**config.mk**
```make
export PLATFORM = sky130hd
export DESIGN_NAME = tof_fault_flags
export DESIGN_NICKNAME = d
export VERILOG_FILES = /design/src/rtl/tof_pkg.sv /design/src/rtl/tof_flag_reg.sv /design/src/rtl/tof_fault_flags.sv
export SDC_FILE = /design/constraint.sdc
export NUM_CORES = 1
export LEC_CHECK = 0
export ABC_AREA = 1
export BUFFER_PORTS_ARGS = -buffer_cell sky130_fd_sc_hd__buf_2
export CAP_MARGIN = 20
export CORE_AREA = 2 2 63 65
export CTS_BUF_LIST = sky130_fd_sc_hd__clkbuf_8 sky130_fd_sc_hd__clkbuf_16
export DETAILED_ROUTE_END_ITERATION = 7
export DIE_AREA = 0 0 65 67
export PLACE_DENSITY = 0.76
export SETUP_SLACK_MARGIN = 0.02
export SLEW_MARGIN = 20
export SYNTH_ARGS = -nofsm -noshare
export SYNTH_HDL_FRONTEND = slang
export SYNTH_SLANG_ARGS = --single-unit
export TNS_END_PERCENT = 100
```
**constraint.sdc**
```tcl
create_clock -name CLOCK -period 0.8 [get_ports CLOCK]
set_input_delay 0.12 -clock CLOCK [delete_from_list [all_inputs] [get_ports CLOCK]]
set_output_delay 0.12 -clock CLOCK [all_outputs]
set_load 0.05 [all_outputs]
```
**src/rtl/tof_pkg.sv**
```systemverilog
// Package with register map, field layout and carrier types of the fault flag bank.
package tof_pkg;

  localparam int unsigned ADDR_W = 8;
  localparam int unsigned DATA_W = 8;

  // Register offsets.
  localparam logic [ADDR_W-1:0] OFS_CRIT = 8'hb4;
  localparam logic [ADDR_W-1:0] OFS_HOT  = 8'hb5;
  localparam logic [ADDR_W-1:0] OFS_OC   = 8'hb6;

  // Field widths and reset values.
  localparam int unsigned N_TEMP = 5;
  localparam int unsigned N_OC   = 3;
  localparam logic [N_TEMP-1:0] TEMP_RESET = 5'h00;
  localparam logic [N_OC-1:0]   OC_RESET   = 3'h0;

  // Bit positions of the temperature sensors within the hot and critical registers.
  localparam int unsigned BIT_BOTTOM_RIGHT = 0;
  localparam int unsigned BIT_TOP_LEFT     = 1;
  localparam int unsigned BIT_TOP_RIGHT    = 2;
  localparam int unsigned BIT_TERM_REG     = 3;
  localparam int unsigned BIT_REST_OF_DIE  = 4;

  // Bit positions of the overcurrent rails.
  localparam int unsigned BIT_CTRL_ONE = 0;
  localparam int unsigned BIT_CTRL_TWO = 1;
  localparam int unsigned BIT_CTRL_SIX = 2;

  // Register bus request carrier.
  typedef struct packed {
    logic [ADDR_W-1:0] addr;
    logic [DATA_W-1:0] wdata;
    logic              wr;
    logic              rd;
  } tof_req_t;

  // Per-sensor threshold alerts.
  typedef struct packed {
    logic rest_of_die;
    logic term_reg;
    logic top_right;
    logic top_left;
    logic bottom_right;
  } tof_temp_t;

endpackage

```
**src/rtl/tof_flag_reg.sv**
```systemverilog
// Sticky write-one-to-clear flag register with a two-stage input synchroniser.
`timescale 1ns/1ps
module tof_flag_reg
  import tof_pkg::*;
#(
  parameter int unsigned WIDTH = 5
) (
  input  wire logic             clk,
  input  wire logic             rst_n,
  input  wire logic [WIDTH-1:0] event_async,
  input  wire logic             clr_en,
  input  wire logic [WIDTH-1:0] clr_mask,
  output logic      [WIDTH-1:0] flags
);

  initial begin
    if (WIDTH < 1 || WIDTH > DATA_W) $error("tof_flag_reg: WIDTH out of range");
  end

  logic [WIDTH-1:0] sync1_r;
  logic [WIDTH-1:0] sync2_r;
  logic [WIDTH-1:0] flags_r;
  logic [WIDTH-1:0] flags_nxt;

  // Alerts come from analog comparators, so they pass two flops first.
  always_ff @(posedge clk) begin
    if (!rst_n) begin
      sync1_r <= '0;
      sync2_r <= '0;
    end else begin
      sync1_r <= event_async;
      sync2_r <= sync1_r;
    end
  end

  // Set wins over clear so a fault arriving during a clear is never lost.
  always_comb begin
    flags_nxt = flags_r;
    if (clr_en) begin
      flags_nxt = flags_r & ~clr_mask;
    end
    flags_nxt = flags_nxt | sync2_r;
  end

  // Flag storage.
  always_ff @(posedge clk) begin
    if (!rst_n) begin
      flags_r <= '0;
    end else begin
      flags_r <= flags_nxt;
    end
  end

  assign flags = flags_r;

  property p_sticky;
    @(posedge clk) disable iff (!rst_n)
      (flags_r != '0 && !clr_en) |=> ((flags_r & $past(flags_r)) == $past(flags_r));
  endproperty
  a_sticky: assert property (p_sticky) else $error("flag dropped without clear");

  property p_set_wins;
    @(posedge clk) disable iff (!rst_n)
      (sync2_r != '0) |=> ((flags_r & $past(sync2_r)) == $past(sync2_r));
  endproperty
  a_set_wins: assert property (p_set_wins) else $error("event lost on clear");

  property p_clear;
    @(posedge clk) disable iff (!rst_n)
      (clr_en && sync2_r == '0) |=> ((flags_r & $past(clr_mask)) == '0);
  endproperty
  a_clear: assert property (p_clear) else $error("write one did not clear");

  property p_zero_keeps;
    @(posedge clk) disable iff (!rst_n)
      clr_en |=> ((flags_r & ~$past(clr_mask))
                  == (($past(flags_r) | $past(sync2_r)) & ~$past(clr_mask)));
  endproperty
  a_zero_keeps: assert property (p_zero_keeps) else $error("zero write changed flag");

endmodule

```
**src/rtl/tof_fault_flags.sv**
```systemverilog
// Top of the thermal and overcurrent sticky fault flag register bank.
`timescale 1ns/1ps
module tof_fault_flags
  import tof_pkg::*;
(
  input  wire logic              CLOCK,
  input  wire logic              RST_N,
  input  wire logic [ADDR_W-1:0] ADDR,
  input  wire logic [DATA_W-1:0] WDATA,
  input  wire logic              WR,
  input  wire logic              RD,
  output logic      [DATA_W-1:0] RDATA,
  input  wire tof_temp_t         HOT_ALERT,
  input  wire tof_temp_t         CRIT_ALERT,
  input  wire logic [N_OC-1:0]   OC_ALERT
);

  tof_req_t          req;
  logic [N_TEMP-1:0] hot_flags;
  logic [N_TEMP-1:0] crit_flags;
  logic [N_OC-1:0]   oc_flags;
  logic [N_TEMP-1:0] hot_in;
  logic [N_TEMP-1:0] crit_in;
  logic [DATA_W-1:0] rdata_r;
  logic [DATA_W-1:0] rdata_nxt;

  assign req = '{addr: ADDR, wdata: WDATA, wr: WR, rd: RD};

  // Map each sensor onto its own bit of the hot and critical registers.
  always_comb begin
    hot_in                   = '0;
    crit_in                  = '0;
    hot_in[BIT_REST_OF_DIE]  = HOT_ALERT.rest_of_die;
    hot_in[BIT_TERM_REG]     = HOT_ALERT.term_reg;
    hot_in[BIT_TOP_RIGHT]    = HOT_ALERT.top_right;
    hot_in[BIT_TOP_LEFT]     = HOT_ALERT.top_left;
    hot_in[BIT_BOTTOM_RIGHT] = HOT_ALERT.bottom_right;
    crit_in                  = {CRIT_ALERT.rest_of_die, CRIT_ALERT.term_reg,
                                CRIT_ALERT.top_right, CRIT_ALERT.top_left,
                                CRIT_ALERT.bottom_right};
  end

  // Critical temperature flags share the hot register's layout.
  tof_flag_reg #(.WIDTH(N_TEMP)) u_crit (
    .clk         (CLOCK),
    .rst_n       (RST_N),
    .event_async (crit_in),
    .clr_en      (req.wr && req.addr == OFS_CRIT),
    .clr_mask    (req.wdata[N_TEMP-1:0]),
    .flags       (crit_flags)
  );

  // Hot temperature flags.
  tof_flag_reg #(.WIDTH(N_TEMP)) u_hot (
    .clk         (CLOCK),
    .rst_n       (RST_N),
    .event_async (hot_in),
    .clr_en      (req.wr && req.addr == OFS_HOT),
    .clr_mask    (req.wdata[N_TEMP-1:0]),
    .flags       (hot_flags)
  );

  // Low-side switch overcurrent flags, bit order follows the rail table.
  tof_flag_reg #(.WIDTH(N_OC)) u_oc (
    .clk         (CLOCK),
    .rst_n       (RST_N),
    .event_async (OC_ALERT),
    .clr_en      (req.wr && req.addr == OFS_OC),
    .clr_mask    (req.wdata[N_OC-1:0]),
    .flags       (oc_flags)
  );

  // Read mux; reserved bits and unmapped addresses return zero.
  always_comb begin
    rdata_nxt = '0;
    if (req.rd) begin
      unique case (req.addr)
        OFS_CRIT: rdata_nxt = {3'h0, crit_flags};
        OFS_HOT:  rdata_nxt = {3'h0, hot_flags};
        OFS_OC:   rdata_nxt = {5'h00, oc_flags};
        default:  rdata_nxt = '0;
      endcase
    end
  end

  // Read data stands only in the cycle after the strobe.
  always_ff @(posedge CLOCK) begin
    if (!RST_N) begin
      rdata_r <= '0;
    end else begin
      rdata_r <= rdata_nxt;
    end
  end

  assign RDATA = rdata_r;

  property p_hot_reserved;
    @(posedge CLOCK) disable iff (!RST_N)
      (RD && ADDR == OFS_HOT) |=> (RDATA[7:5] == 3'h0 && RDATA[4:0] == $past(hot_flags));
  endproperty
  a_hot_reserved: assert property (p_hot_reserved) else $error("hot readback wrong");

  property p_oc_reserved;
    @(posedge CLOCK) disable iff (!RST_N)
      (RD && ADDR == OFS_OC) |=> (RDATA[7:3] == 5'h00 && RDATA[2:0] == $past(oc_flags));
  endproperty
  a_oc_reserved: assert property (p_oc_reserved) else $error("oc readback wrong");

  property p_die_hot;
    @(posedge CLOCK) disable iff (!RST_N)
      HOT_ALERT.rest_of_die [*4] |-> hot_flags[BIT_REST_OF_DIE];
  endproperty
  a_die_hot: assert property (p_die_hot) else $error("rest of die hot not flagged");

  property p_term_hot;
    @(posedge CLOCK) disable iff (!RST_N)
      HOT_ALERT.term_reg [*4] |-> hot_flags[BIT_TERM_REG];
  endproperty
  a_term_hot: assert property (p_term_hot) else $error("regulator hot not flagged");

  property p_corner_hot;
    @(posedge CLOCK) disable iff (!RST_N)
      HOT_ALERT.top_right [*4] |-> hot_flags[BIT_TOP_RIGHT];
  endproperty
  a_corner_hot: assert property (p_corner_hot) else $error("corner hot not flagged");

  property p_oc_six;
    @(posedge CLOCK) disable iff (!RST_N)
      OC_ALERT[BIT_CTRL_SIX] [*4] |-> oc_flags[BIT_CTRL_SIX];
  endproperty
  a_oc_six: assert property (p_oc_six) else $error("rail six overcurrent missed");

  property p_crit_die;
    @(posedge CLOCK) disable iff (!RST_N)
      CRIT_ALERT.rest_of_die [*4] |-> crit_flags[BIT_REST_OF_DIE];
  endproperty
  a_crit_die: assert property (p_crit_die) else $error("critical not flagged");

  property p_independent;
    @(posedge CLOCK) disable iff (!RST_N)
      (HOT_ALERT == '0) [*4] |-> (hot_flags & ~$past(hot_flags)) == '0;
  endproperty
  a_independent: assert property (p_independent) else $error("hot flag set with no alert");

  // An alert needs two synchroniser flops and the flag flop, so four samples prove it.
  property p_corner_left;
    @(posedge CLOCK) disable iff (!RST_N)
      HOT_ALERT.top_left [*4] |-> hot_flags[BIT_TOP_LEFT];
  endproperty
  a_corner_left: assert property (p_corner_left) else $error("top left hot missed");

  // Bottom-right corner sensor reaches its own hot bit.
  property p_corner_bottom;
    @(posedge CLOCK) disable iff (!RST_N)
      HOT_ALERT.bottom_right [*4] |-> hot_flags[BIT_BOTTOM_RIGHT];
  endproperty
  a_corner_bottom: assert property (p_corner_bottom) else $error("bottom hot missed");

  // Critical regulator sensor uses the hot register's bit position.
  property p_crit_term;
    @(posedge CLOCK) disable iff (!RST_N)
      CRIT_ALERT.term_reg [*4] |-> crit_flags[BIT_TERM_REG];
  endproperty
  a_crit_term: assert property (p_crit_term) else $error("critical regulator missed");

  // Critical top-right sensor.
  property p_crit_right;
    @(posedge CLOCK) disable iff (!RST_N)
      CRIT_ALERT.top_right [*4] |-> crit_flags[BIT_TOP_RIGHT];
  endproperty
  a_crit_right: assert property (p_crit_right) else $error("critical top right missed");

  // Critical top-left sensor.
  property p_crit_left;
    @(posedge CLOCK) disable iff (!RST_N)
      CRIT_ALERT.top_left [*4] |-> crit_flags[BIT_TOP_LEFT];
  endproperty
  a_crit_left: assert property (p_crit_left) else $error("critical top left missed");

  // Critical bottom-right sensor.
  property p_crit_bottom;
    @(posedge CLOCK) disable iff (!RST_N)
      CRIT_ALERT.bottom_right [*4] |-> crit_flags[BIT_BOTTOM_RIGHT];
  endproperty
  a_crit_bottom: assert property (p_crit_bottom) else $error("critical bottom missed");

  // Rail two overcurrent lands on bit 1.
  property p_oc_two;
    @(posedge CLOCK) disable iff (!RST_N)
      OC_ALERT[BIT_CTRL_TWO] [*4] |-> oc_flags[BIT_CTRL_TWO];
  endproperty
  a_oc_two: assert property (p_oc_two) else $error("rail two overcurrent missed");

  // Rail one overcurrent lands on bit 0.
  property p_oc_one;
    @(posedge CLOCK) disable iff (!RST_N)
      OC_ALERT[BIT_CTRL_ONE] [*4] |-> oc_flags[BIT_CTRL_ONE];
  endproperty
  a_oc_one: assert property (p_oc_one) else $error("rail one overcurrent missed");

  // Critical readback keeps its reserved bits at zero.
  property p_crit_reserved;
    @(posedge CLOCK) disable iff (!RST_N)
      (RD && ADDR == OFS_CRIT) |=> (RDATA[7:5] == 3'h0 && RDATA[4:0] == $past(crit_flags));
  endproperty
  a_crit_reserved: assert property (p_crit_reserved) else $error("crit readback wrong");

  // Unmapped addresses answer zero so software never sees stale flags.
  property p_unmapped_read;
    @(posedge CLOCK) disable iff (!RST_N)
      (RD && ADDR != OFS_CRIT && ADDR != OFS_HOT && ADDR != OFS_OC) |=> RDATA == 8'h00;
  endproperty
  a_unmapped_read: assert property (p_unmapped_read) else $error("unmapped read not zero");

  // Read data stand for one cycle only.
  property p_idle_rdata;
    @(posedge CLOCK) disable iff (!RST_N)
      !RD |=> RDATA == 8'h00;
  endproperty
  a_idle_rdata: assert property (p_idle_rdata) else $error("read data left standing");

  // No overcurrent flag appears once every rail has been quiet for four samples.
  property p_oc_quiet;
    @(posedge CLOCK) disable iff (!RST_N)
      (OC_ALERT == '0) [*4] |-> (oc_flags & ~$past(oc_flags)) == '0;
  endproperty
  a_oc_quiet: assert property (p_oc_quiet) else $error("oc flag set with no alert");

  // No critical flag appears once every sensor has been below threshold for four samples.
  property p_crit_quiet;
    @(posedge CLOCK) disable iff (!RST_N)
      (CRIT_ALERT == '0) [*4] |-> (crit_flags & ~$past(crit_flags)) == '0;
  endproperty
  a_crit_quiet: assert property (p_crit_quiet) else $error("crit flag set with no alert");

  // With the synchronisers empty, a written one clears its hot flag.
  property p_hot_clear;
    @(posedge CLOCK) disable iff (!RST_N)
      (HOT_ALERT == '0) [*2] ##1 (WR && ADDR == OFS_HOT && HOT_ALERT == '0)
        |=> (hot_flags & $past(WDATA[N_TEMP-1:0])) == '0;
  endproperty
  a_hot_clear: assert property (p_hot_clear) else $error("hot flag not cleared");

  // Same for the overcurrent register.
  property p_oc_clear;
    @(posedge CLOCK) disable iff (!RST_N)
      (OC_ALERT == '0) [*2] ##1 (WR && ADDR == OFS_OC && OC_ALERT == '0)
        |=> (oc_flags & $past(WDATA[N_OC-1:0])) == '0;
  endproperty
  a_oc_clear: assert property (p_oc_clear) else $error("oc flag not cleared");

  // Same for the critical register.
  property p_crit_clear;
    @(posedge CLOCK) disable iff (!RST_N)
      (CRIT_ALERT == '0) [*2] ##1 (WR && ADDR == OFS_CRIT && CRIT_ALERT == '0)
        |=> (crit_flags & $past(WDATA[N_TEMP-1:0])) == '0;
  endproperty
  a_crit_clear: assert property (p_crit_clear) else $error("crit flag not cleared");

  // A zero in the write data leaves that hot flag as it was.
  property p_hot_keep;
    @(posedge CLOCK) disable iff (!RST_N)
      (WR && ADDR == OFS_HOT)
        |=> ($past(hot_flags) & ~$past(WDATA[N_TEMP-1:0]) & ~hot_flags) == '0;
  endproperty
  a_hot_keep: assert property (p_hot_keep) else $error("hot flag lost on zero");

  // A zero in the write data leaves that overcurrent flag as it was.
  property p_oc_keep;
    @(posedge CLOCK) disable iff (!RST_N)
      (WR && ADDR == OFS_OC)
        |=> ($past(oc_flags) & ~$past(WDATA[N_OC-1:0]) & ~oc_flags) == '0;
  endproperty
  a_oc_keep: assert property (p_oc_keep) else $error("oc flag lost on zero");

  // A zero in the write data leaves that critical flag as it was.
  property p_crit_keep;
    @(posedge CLOCK) disable iff (!RST_N)
      (WR && ADDR == OFS_CRIT)
        |=> ($past(crit_flags) & ~$past(WDATA[N_TEMP-1:0]) & ~crit_flags) == '0;
  endproperty
  a_crit_keep: assert property (p_crit_keep) else $error("crit flag lost on zero");

  // Without a write to its address a hot flag never drops.
  property p_hot_hold;
    @(posedge CLOCK) disable iff (!RST_N)
      !(WR && ADDR == OFS_HOT) |=> ($past(hot_flags) & ~hot_flags) == '0;
  endproperty
  a_hot_hold: assert property (p_hot_hold) else $error("hot flag dropped");

  // Without a write to its address an overcurrent flag never drops.
  property p_oc_hold;
    @(posedge CLOCK) disable iff (!RST_N)
      !(WR && ADDR == OFS_OC) |=> ($past(oc_flags) & ~oc_flags) == '0;
  endproperty
  a_oc_hold: assert property (p_oc_hold) else $error("oc flag dropped");

  // Without a write to its address a critical flag never drops.
  property p_crit_hold;
    @(posedge CLOCK) disable iff (!RST_N)
      !(WR && ADDR == OFS_CRIT) |=> ($past(crit_flags) & ~crit_flags) == '0;
  endproperty
  a_crit_hold: assert property (p_crit_hold) else $error("crit flag dropped");

  // A clear that meets a still-held alert loses to it.
  property p_hot_wins;
    @(posedge CLOCK) disable iff (!RST_N)
      HOT_ALERT.term_reg [*3] ##1 (WR && ADDR == OFS_HOT && WDATA[BIT_TERM_REG])
        |=> hot_flags[BIT_TERM_REG];
  endproperty
  a_hot_wins: assert property (p_hot_wins) else $error("clear beat a held alert");

  // Reset empties every register and the read port; no disable, reset is the trigger.
  property p_reset_clear;
    @(posedge CLOCK)
      !RST_N |=> (hot_flags == '0 && crit_flags == '0 && oc_flags == '0 && RDATA == 8'h00);
  endproperty
  a_reset_clear: assert property (p_reset_clear) else $error("reset left state");

endmodule

```
Yosys cells after proc, flatten, opt, wreduce, memory -nomap -nowiden
Cells that the tools add are included.
Word-level totals
  bits in latches: 0
  ROM bits: 0
  memories kept: 0
  bits in writable memories: 0
  flip-flop bits (word level): 47
  output and inout bits: 8
  word-level logic and storage cells: 29
  input port bits: 33
Cells by class
  $add $sub $neg: 0
  bitwise gates (word level): 8
  reduce and logical (&&, ||, !) cells: 4
  eq/ne operators: 3
  multiply operators: 0
  shift operators: 0
  mux-type cells: 4
  divide/modulo/power cells: 0
  $lt $le $gt $ge: 0
Operators with widths (number)
  equality test 8 bit (second input constant): 3
  case mux 5 bit (3 select lines): 1
  AND 5 bit: 2
  2-to-1 mux 5 bit: 2
  OR 5 bit: 2
  NOT 5 bit: 1
  AND 3 bit: 1
  logical AND 1 bit: 3
  2-to-1 mux 3 bit: 1
  NOT 3 bit: 1
  OR 3 bit: 1
  AND reduction 2 bit: 1

Logic depth before layout (Yosys ltp)
Gate-level depths: netlist of run 1.
  depth after elaboration: 4
  mapped depth: 8
  mapped depth without buffers: 7

By module
From an unflattened synthesis of run 1, not the netlist that was laid out.
Unflattened totals
  cells, all modules: 214
  area, all modules: 1647.8 um^2
Modules (own cells, without submodules)
  tof_flag_reg (u_crit ...): sequential area each 300.3 um^2, times used 2, area each 467.9 um^2, cells an instance 57
  tof_fault_flags: sequential area each 100.1 um^2, times used 1, area each 434.2 um^2, cells an instance 66
  tof_flag_reg (u_oc): sequential area each 180.2 um^2, times used 1, area each 277.8 um^2, cells an instance 34

Worst setup path after synthesis of run 1
Ideal clock, no wire load.
  kind: input-to-reg
  from: input ADDR[6]
  to: register u_oc.flags_r[1] (netlist: u_oc.flags[1])
  path buffers: 1
  path slack: -57 ps
  data arrival time: 724 ps
  stages: 7
  library setup time: 132 ps
  required time: 668 ps
  cell sequence: inv_1 > nand2_2 > nor2_4 > buf_6 > nand4_1 > nand2_1 > a21oi_1
Between the ends
  longest elaborated chain between the ends: 4
RTL lines
  start, declared: line tof_fault_flags.sv:8  | input wire logic [ADDR_W-1:0] ADDR,
  equality test 8 bit: line tof_fault_flags.sv:68  | .clr_en (req.wr && req.addr == OFS_OC),
  logical AND 1 bit: line tof_fault_flags.sv:68
  2-to-1 mux 3 bit: line tof_flag_reg.sv:39  | if (clr_en) begin
  OR 3 bit: line tof_flag_reg.sv:42  | flags_nxt = flags_nxt | sync2_r;
  end signal, assigned: line tof_flag_reg.sv:50  | flags_r <= flags_nxt;
  end, declared: line tof_flag_reg.sv:22  | logic [WIDTH-1:0] flags_r;
No other way between the ends.
A chain may end at the register's enable or synchronous reset.

Worst setup path in the final report of run 1
  from: register rdata_r[1] (netlist: RDATA[1])
  to: output RDATA[1]
RTL lines
  start, declared: line tof_fault_flags.sv:24  | logic [DATA_W-1:0] rdata_r;
  start signal, assigned: line tof_fault_flags.sv:91  | rdata_r <= rdata_nxt;
  end, declared: line tof_fault_flags.sv:12  | output logic [DATA_W-1:0] RDATA,
No word-level cell between the ends.

==> results.toml, run 1 <==
[outcome]
status = "complete, but fails checks"
violations = "negative setup slack"

[floorplan]
io_pins = 41
core_um2 = 3610
dieWidth_um = 65
rows = 22
die_h_um = 67
die_area_um2 = 4360
start_util = 0.448

[sta]
finalCriticalPeriod_ns = 0.882
fin_ws_ns = -0.0817
rsz0062_at_grt = "yes"
fmax_mhz = 1130
fin_setup_tns_ns = -0.393
hold_viol = 0
whs_ns = 0.0121
setup_violations = 5
fin_crit_sh = 1.10
slew_viol_final = 0
finClkSkew_ns = 0.00603

[critical_path]
slowest_delay_ns = 0.34
crit_fanout = 1
worstSetupStartpointType = "flip-flop"
cp.arrival_ns = 0.76
path_delay_family = "flip-flops"
required_ns = 0.68
cpMaxStageDelayCell = "dfxtp_2"
path_cells = "buf_8"
end_kind = "output pin"
worstSetupPathType = "flip-flop to output pin"
path_buf_inv = 1

[final_layout]
fin_util = 0.587
fillers = 343
final_area_um2 = 2120
area_delta_synth_final_pct = 31.0
finalNonFillerCells = 297
nets = 282
drive_gt1_frac = 0.269
antenna_cells = 0

[synthesis]
synth_cell_types = 18
ys_seq_area_frac = 0.545
yosysWarnings = 0
ys_seq_elements = 44
synth.cell_area_um2 = 1620
avgSynthCellArea_um2 = 8.00
synthCells = 202

[power_and_ir_drop]
power.share.switching = 0.222
vdd_drop_max_mv = 1.35
total_power_mw = 4.12
internal_power_mw = 3.21
clockPowerShare = 0.347
power.density_nw_per_um2 = 1950
seqPwrFrac = 0.562
pwr-share-comb = 0.090
leakage_nw = 1.09
switchingPower_uw = 913

[detailed_routing]
vias = 1300
via_per_inst = 4.38
wl_per_cell_um = 9.47
antenna_left = 0
drt_iter0_markers = 104
drc = 0
drt_wl_total_um = 2810
drt_first_pass_iters = 4

[place]
dp_hpwl_um = 1920
dp.cells = 281
place_ws_ns = -0.206
numPortBuffers = 34
placed_area_um2 = 1880
gp_congestion = 0.847

[global_routing]
grt_max_degree = 28
grt_pass1_wl_um = 4630
antenna_found_initial = 0
grt_pass1_vias = 1122
overflow = 0
grt_use_total = 0.145

[cts]
clockBufferDepth = 2
root_buffer = "clkbuf_8"
cts_sinks = 44
cts_tree = "yes"
clkSlewWorstSetupHoldPaths_ns = 0.07
h-tree-depth = 2
cts_buffers = 5
clock_latency_ns = 0.29

[hold_path]
worstHoldPathType = "primary input to flip-flop"

[run]
cap_violations = 0
[what timing repair did]
item	4_1_cts	5_1_grt
endpoints found under the setup margin	5	10
gates cloned	0	2
hold endpoints to repair	5	0
hold buffers	5	0
gates resized for setup	16	4
buffers inserted	0	2
pin swaps	0	2
[tightest hold or removal path, delay by kind of cell]
family / cells / cell delay (ns)
simple gates: 1 / 0.04
buf+inv: 2 / 0.11
[layout make-up]
type	instances	area (µm²)	area share
repair buffers	46	337	0.159
well taps	48	60.1	0.0284
flip-flops and latches	44	887	0.419
multi-input cells	103	541	0.255
clock buffers	7	96.3	0.0455
inverters	49	196	0.0928
[cell usage in the layout, fill, tap and decap left out]
cell type,n
inv_1,47
nand2_1,46
dfxtp_1,39
buf_2,29
nand3_1,15
a21oi_1,14
nand4_1,13
clkbuf_8,7
nor2_4,6
dfxtp_2,5
dlygate4sd3_1,5
buf_4,5
conb_1,3
buf_6,3
nand2_4,2
buf_8,2
buf_12,2
inv_2,1
nand2_2,1
inv_12,1
nand3_2,1
o2111ai_2,1
a21oi_2,1
[power groups by stage]
stage	logic (mW)	registers, mW	clock network [mW]
global route	0.418	2.33	1.61
detailed placement	0.337	2.37	0
finish	0.372	2.32	1.43
CTS	0.356	2.32	1.49
floorplan	0.213	2.36	0
global placement	0.328	2.37	0
[path summary, 6_finish.rpt]
| kind | start | endpoint | slack [ns] | cells after the start |
|---|---|---|---|---|
| worst min-delay path | OC_ALERT[0] | u_oc.sync1_r[0] | 0.01 | 3 |
| worst max-delay path | RDATA[1] | RDATA[1] | -0.08 | 1 |
| worst max register to register | u_oc.flags[1] | RDATA[1] | 0.11 | 4 |
| worst min register to register | u_hot.sync1_r[0] | u_hot.sync2_r[0] | 0.41 | 2 |
[routing by layer]
layer,routed length [µm],vias to the layer above,track usage
li1,-,700,-
met1,1300,542,0.162
met2,1250,52,0.246
met3,193,6,0.0456
met4,65,0,0.0798
met5,0,-,0
[cell families (layout without fill, tap and decap cells)]
family                 count (synthesis)  count (layout)  share of synthesized area
DFF                                   44              44                      0.545
AOI/OAI and AO/OA                     16              16                     0.0542
and+or+nand+nor                       82              84                      0.243
buffers and inverters                 59             102                      0.156
other                                  1               3                    0.00232
[Yosys cell counts (all sizes together)]
library cell / instances / share of area
dfxtp: 44 / 0.54
conb: 1 / 0.0023
nor2: 4 / 0.025
clkbuf: 1 / 0.0023
buf: 9 / 0.039
o2111ai: 1 / 0.0054
a21oi: 15 / 0.049
nand4: 13 / 0.050
nand2: 49 / 0.12
nand3: 16 / 0.050
inv: 49 / 0.11
[state kept, by name, indices dropped and copies added, names as in the netlist]
| name | flops |
|---|---|
| u_oc.flags | 3 |
| u_crit.flags | 5 |
| u_hot.flags | 5 |
| u_crit.sync1_r | 5 |
| u_oc.sync2_r | 3 |
| u_oc.sync1_r | 3 |
| u_hot.sync2_r | 5 |
| u_hot.sync1_r | 5 |
| RDATA | 5 |
| u_crit.sync2_r | 5 |
(Power assumes the default switching activity.)
==> run 2, diff against run 1 <==
- ABC_AREA: 1 -> 0
- CORE_AREA: 2 2 63 65 -> 2 2 79 51
- DIE_AREA: 0 0 65 67 -> 0 0 81 53
==> run 2 against run 1 <==
Net effect:
- the run still ends with negative setup slack left
- die area down 1.4%
- wire length up 6.9%
- fmax down 3.1%
- synthesized area down 4.8%
- via count down 14%
- register-to-register slack worse by 0.19 ns
- power up 6.7%
- flip-flop and latch count unchanged
- worst setup slack worse by 0.028 ns
- global-route usage up 1.2 points
- clock power up 18%
- critical path depth unchanged
- critical endpoint is now RDATA[2]
- largest cell class unchanged
- highest routed layer unchanged
==> results.toml, run 2 <==
[cts]
clock_latency_ns = 0.29
cts_tree = "yes"
cts_buffers = 5
clockBufferDepth = 2
h-tree-depth = 2
hold_buffers = 0
root_buffer = "clkbuf_8"
cts_sinks = 44
clkSlewWorstSetupHoldPaths_ns = 0.09

[sta]
slew_viol_final = 0
setup_violations = 8
finalCriticalPeriod_ns = 0.910
finClkSkew_ns = 0.00603
fmax_mhz = 1100
fin_crit_sh = 1.14
fin_ws_ns = -0.110
hold_viol = 0
rsz0062_at_grt = "yes"

[global_routing]
grt_use_met3 = 0.0580
grt_pass1_wl_um = 4840
use_met2 = 0.244
grt_use_total = 0.157
antenna_found_initial = 0
overflow = 0
grt_pass1_vias = 1043
grt_max_degree = 23
top_usage_layer = "met2"
gr-usage-met1 = 0.199

[detailed_routing]
drt_wl_total_um = 3010
drt_first_pass_iters = 6
drc = 0
antenna_left = 0
wl_per_cell_um = 12.6
via_per_inst = 4.70
vias = 1124
drt_iter0_markers = 63

[critical_path]
crit_fanout = 1
path_delay_family = "flip-flops"
worstSetupPathType = "flip-flop to output pin"
cpMaxStageDelayCell = "dfxtp_2"
crit_start = "RDATA[2]"
required_ns = 0.68
r2r_slack_ns = -0.08
worstSetupStartpointType = "flip-flop"
rr_worst_depth = 3
cp.arrival_ns = 0.79
cp_num_cells = 1
path_buf_inv = 1
reg2reg_from = "u_crit.flags[1]"
path_cells = "buf_8"
slowest_delay_ns = 0.35
end_kind = "output pin"
r2r-end = "RDATA[1]"

[place]
place_ws_ns = -0.242
gp_congestion = 0.847
dp_hpwl_um = 2220
numPortBuffers = 34

[synthesis]
synth_cell_types = 25
synthCells = 144
avgSynthCellArea_um2 = 10.7
yosysMostFrequentCell = "dfxtp_1"
ys_seq_elements = 44
synthArstFlopShare = 0
synth.cell_area_um2 = 1540
yosys.area.top_type = "dfxtp_1"
synth_area_leaders = "dfxtp_1 (57%), and2_1 (11%), o21ai_0 (4.2%), a41oi_1 (4.0%), mux2i_1 (3.3%)"
ys_seq_area_frac = 0.572
yosysWarnings = 0
synthTopCellsByCount = "dfxtp_1 (44), and2_1 (27), o21ai_0 (13)"
synth_edf_count = 0
synth.top_cell.area_share = 0.572
ys.flop_type = "dfxtp_1"

[hold_path]
worstHoldPathCells = 2
hold_end = "u_crit.sync1_r[1]"
hp-start = "CRIT_ALERT[1]"
worstHoldPathType = "primary input to flip-flop"

[floorplan]
dieWidth_um = 81
io_pins = 41
die_h_um = 53
rows = 17
start_util = 0.436
die_area_um2 = 4290
core_um2 = 3530

[final_layout]
antenna_cells = 0
nets = 224
layout_common_cells = "dfxtp_1 (33), buf_2 (29), and2_1 (26)"
final_common_cell = "dfxtp_1"
area_delta_synth_final_pct = 34.1
drive_gt1_frac = 0.417
fillers = 325

[power_and_ir_drop]
leakage_nw = 0.878
vdd_drop_max_mv = 1.14
total_power_mw = 4.40
power.density_nw_per_um2 = 2130

[outcome]
status = "complete, but fails checks"
violations = "negative setup slack"

[run]
cap_violations = 0
-- run 2: report_power, final --
group / internal, mW / switching, mW / total, mW / leakage [nW]
Combinational: 0.188 / 0.190 / 0.378 / 0.453
Sequential: 2.29 / 0.0403 / 2.33 / 0.367
Clock: 0.940 / 0.752 / 1.69 / 0.0583
-- run 2: how the worst max path moves through the flow --
stage | end
after floorplan | u_hot.flags[0]
after global placement | RDATA[4]
after detailed placement | u_hot.flags[0]
after CTS | RDATA[4]
after global routing | RDATA[2]
final | RDATA[2]
-- run 2: layout make-up --
cell class	count	area, µm²	area share
flip-flops and latches	44	895	0.434
multi-input cells	86	649	0.315
repair buffers	47	318	0.154
clock buffers	5	68.8	0.0334
well taps	47	58.8	0.0285
clock inverters	3	47.5	0.0230
inverters	7	26.3	0.0127
-- run 2: routing by layer --
| metal | vias to the layer above | routed length, µm |
|---|---|---|
| met1 | 503 | 1400 |
| met4 | 0 | 19 |
| li1 | 577 | - |
| met3 | 2 | 249 |
| met5 | - | 0 |
| met2 | 42 | 1340 |
-- run 2: logic make-up (layout without fill, tap and decap cells) --
logic type | Yosys count | after routing | synth area share
muxes | 5 | 5 | 0.0325
DFF | 44 | 44 | 0.572
and+or+nand+nor | 49 | 49 | 0.225
AOI/OAI and AO/OA | 29 | 29 | 0.118
other | 1 | 3 | 0.00244
buffers and inverters | 16 | 62 | 0.0496
-- run 2: repair_timing --
| item | CTS | global route |
|---|---|---|
| endpoints found under the hold margin | 0 | 0 |
| pin swaps | 3 | 3 |
| setup endpoints to repair | 8 | 12 |
| resized for setup | 20 | 17 |
| buffers inserted | 1 | 0 |
-- run 2: metrics by stage --
stage               TNS [ns]   util  instance area [µm²]  hold WS, ns  instances
floorplan             -0.682      -                 1550        0.199        146
global placement       -2.93  0.515                 1820        0.329        230
detailed placement     -3.31  0.515                 1820        0.331        230
CTS                   -0.637  0.565                 1990       0.0177        239
global route          -0.943  0.584                 2060       0.0192        239
finish                -0.696  0.584                 2060       0.0293        239
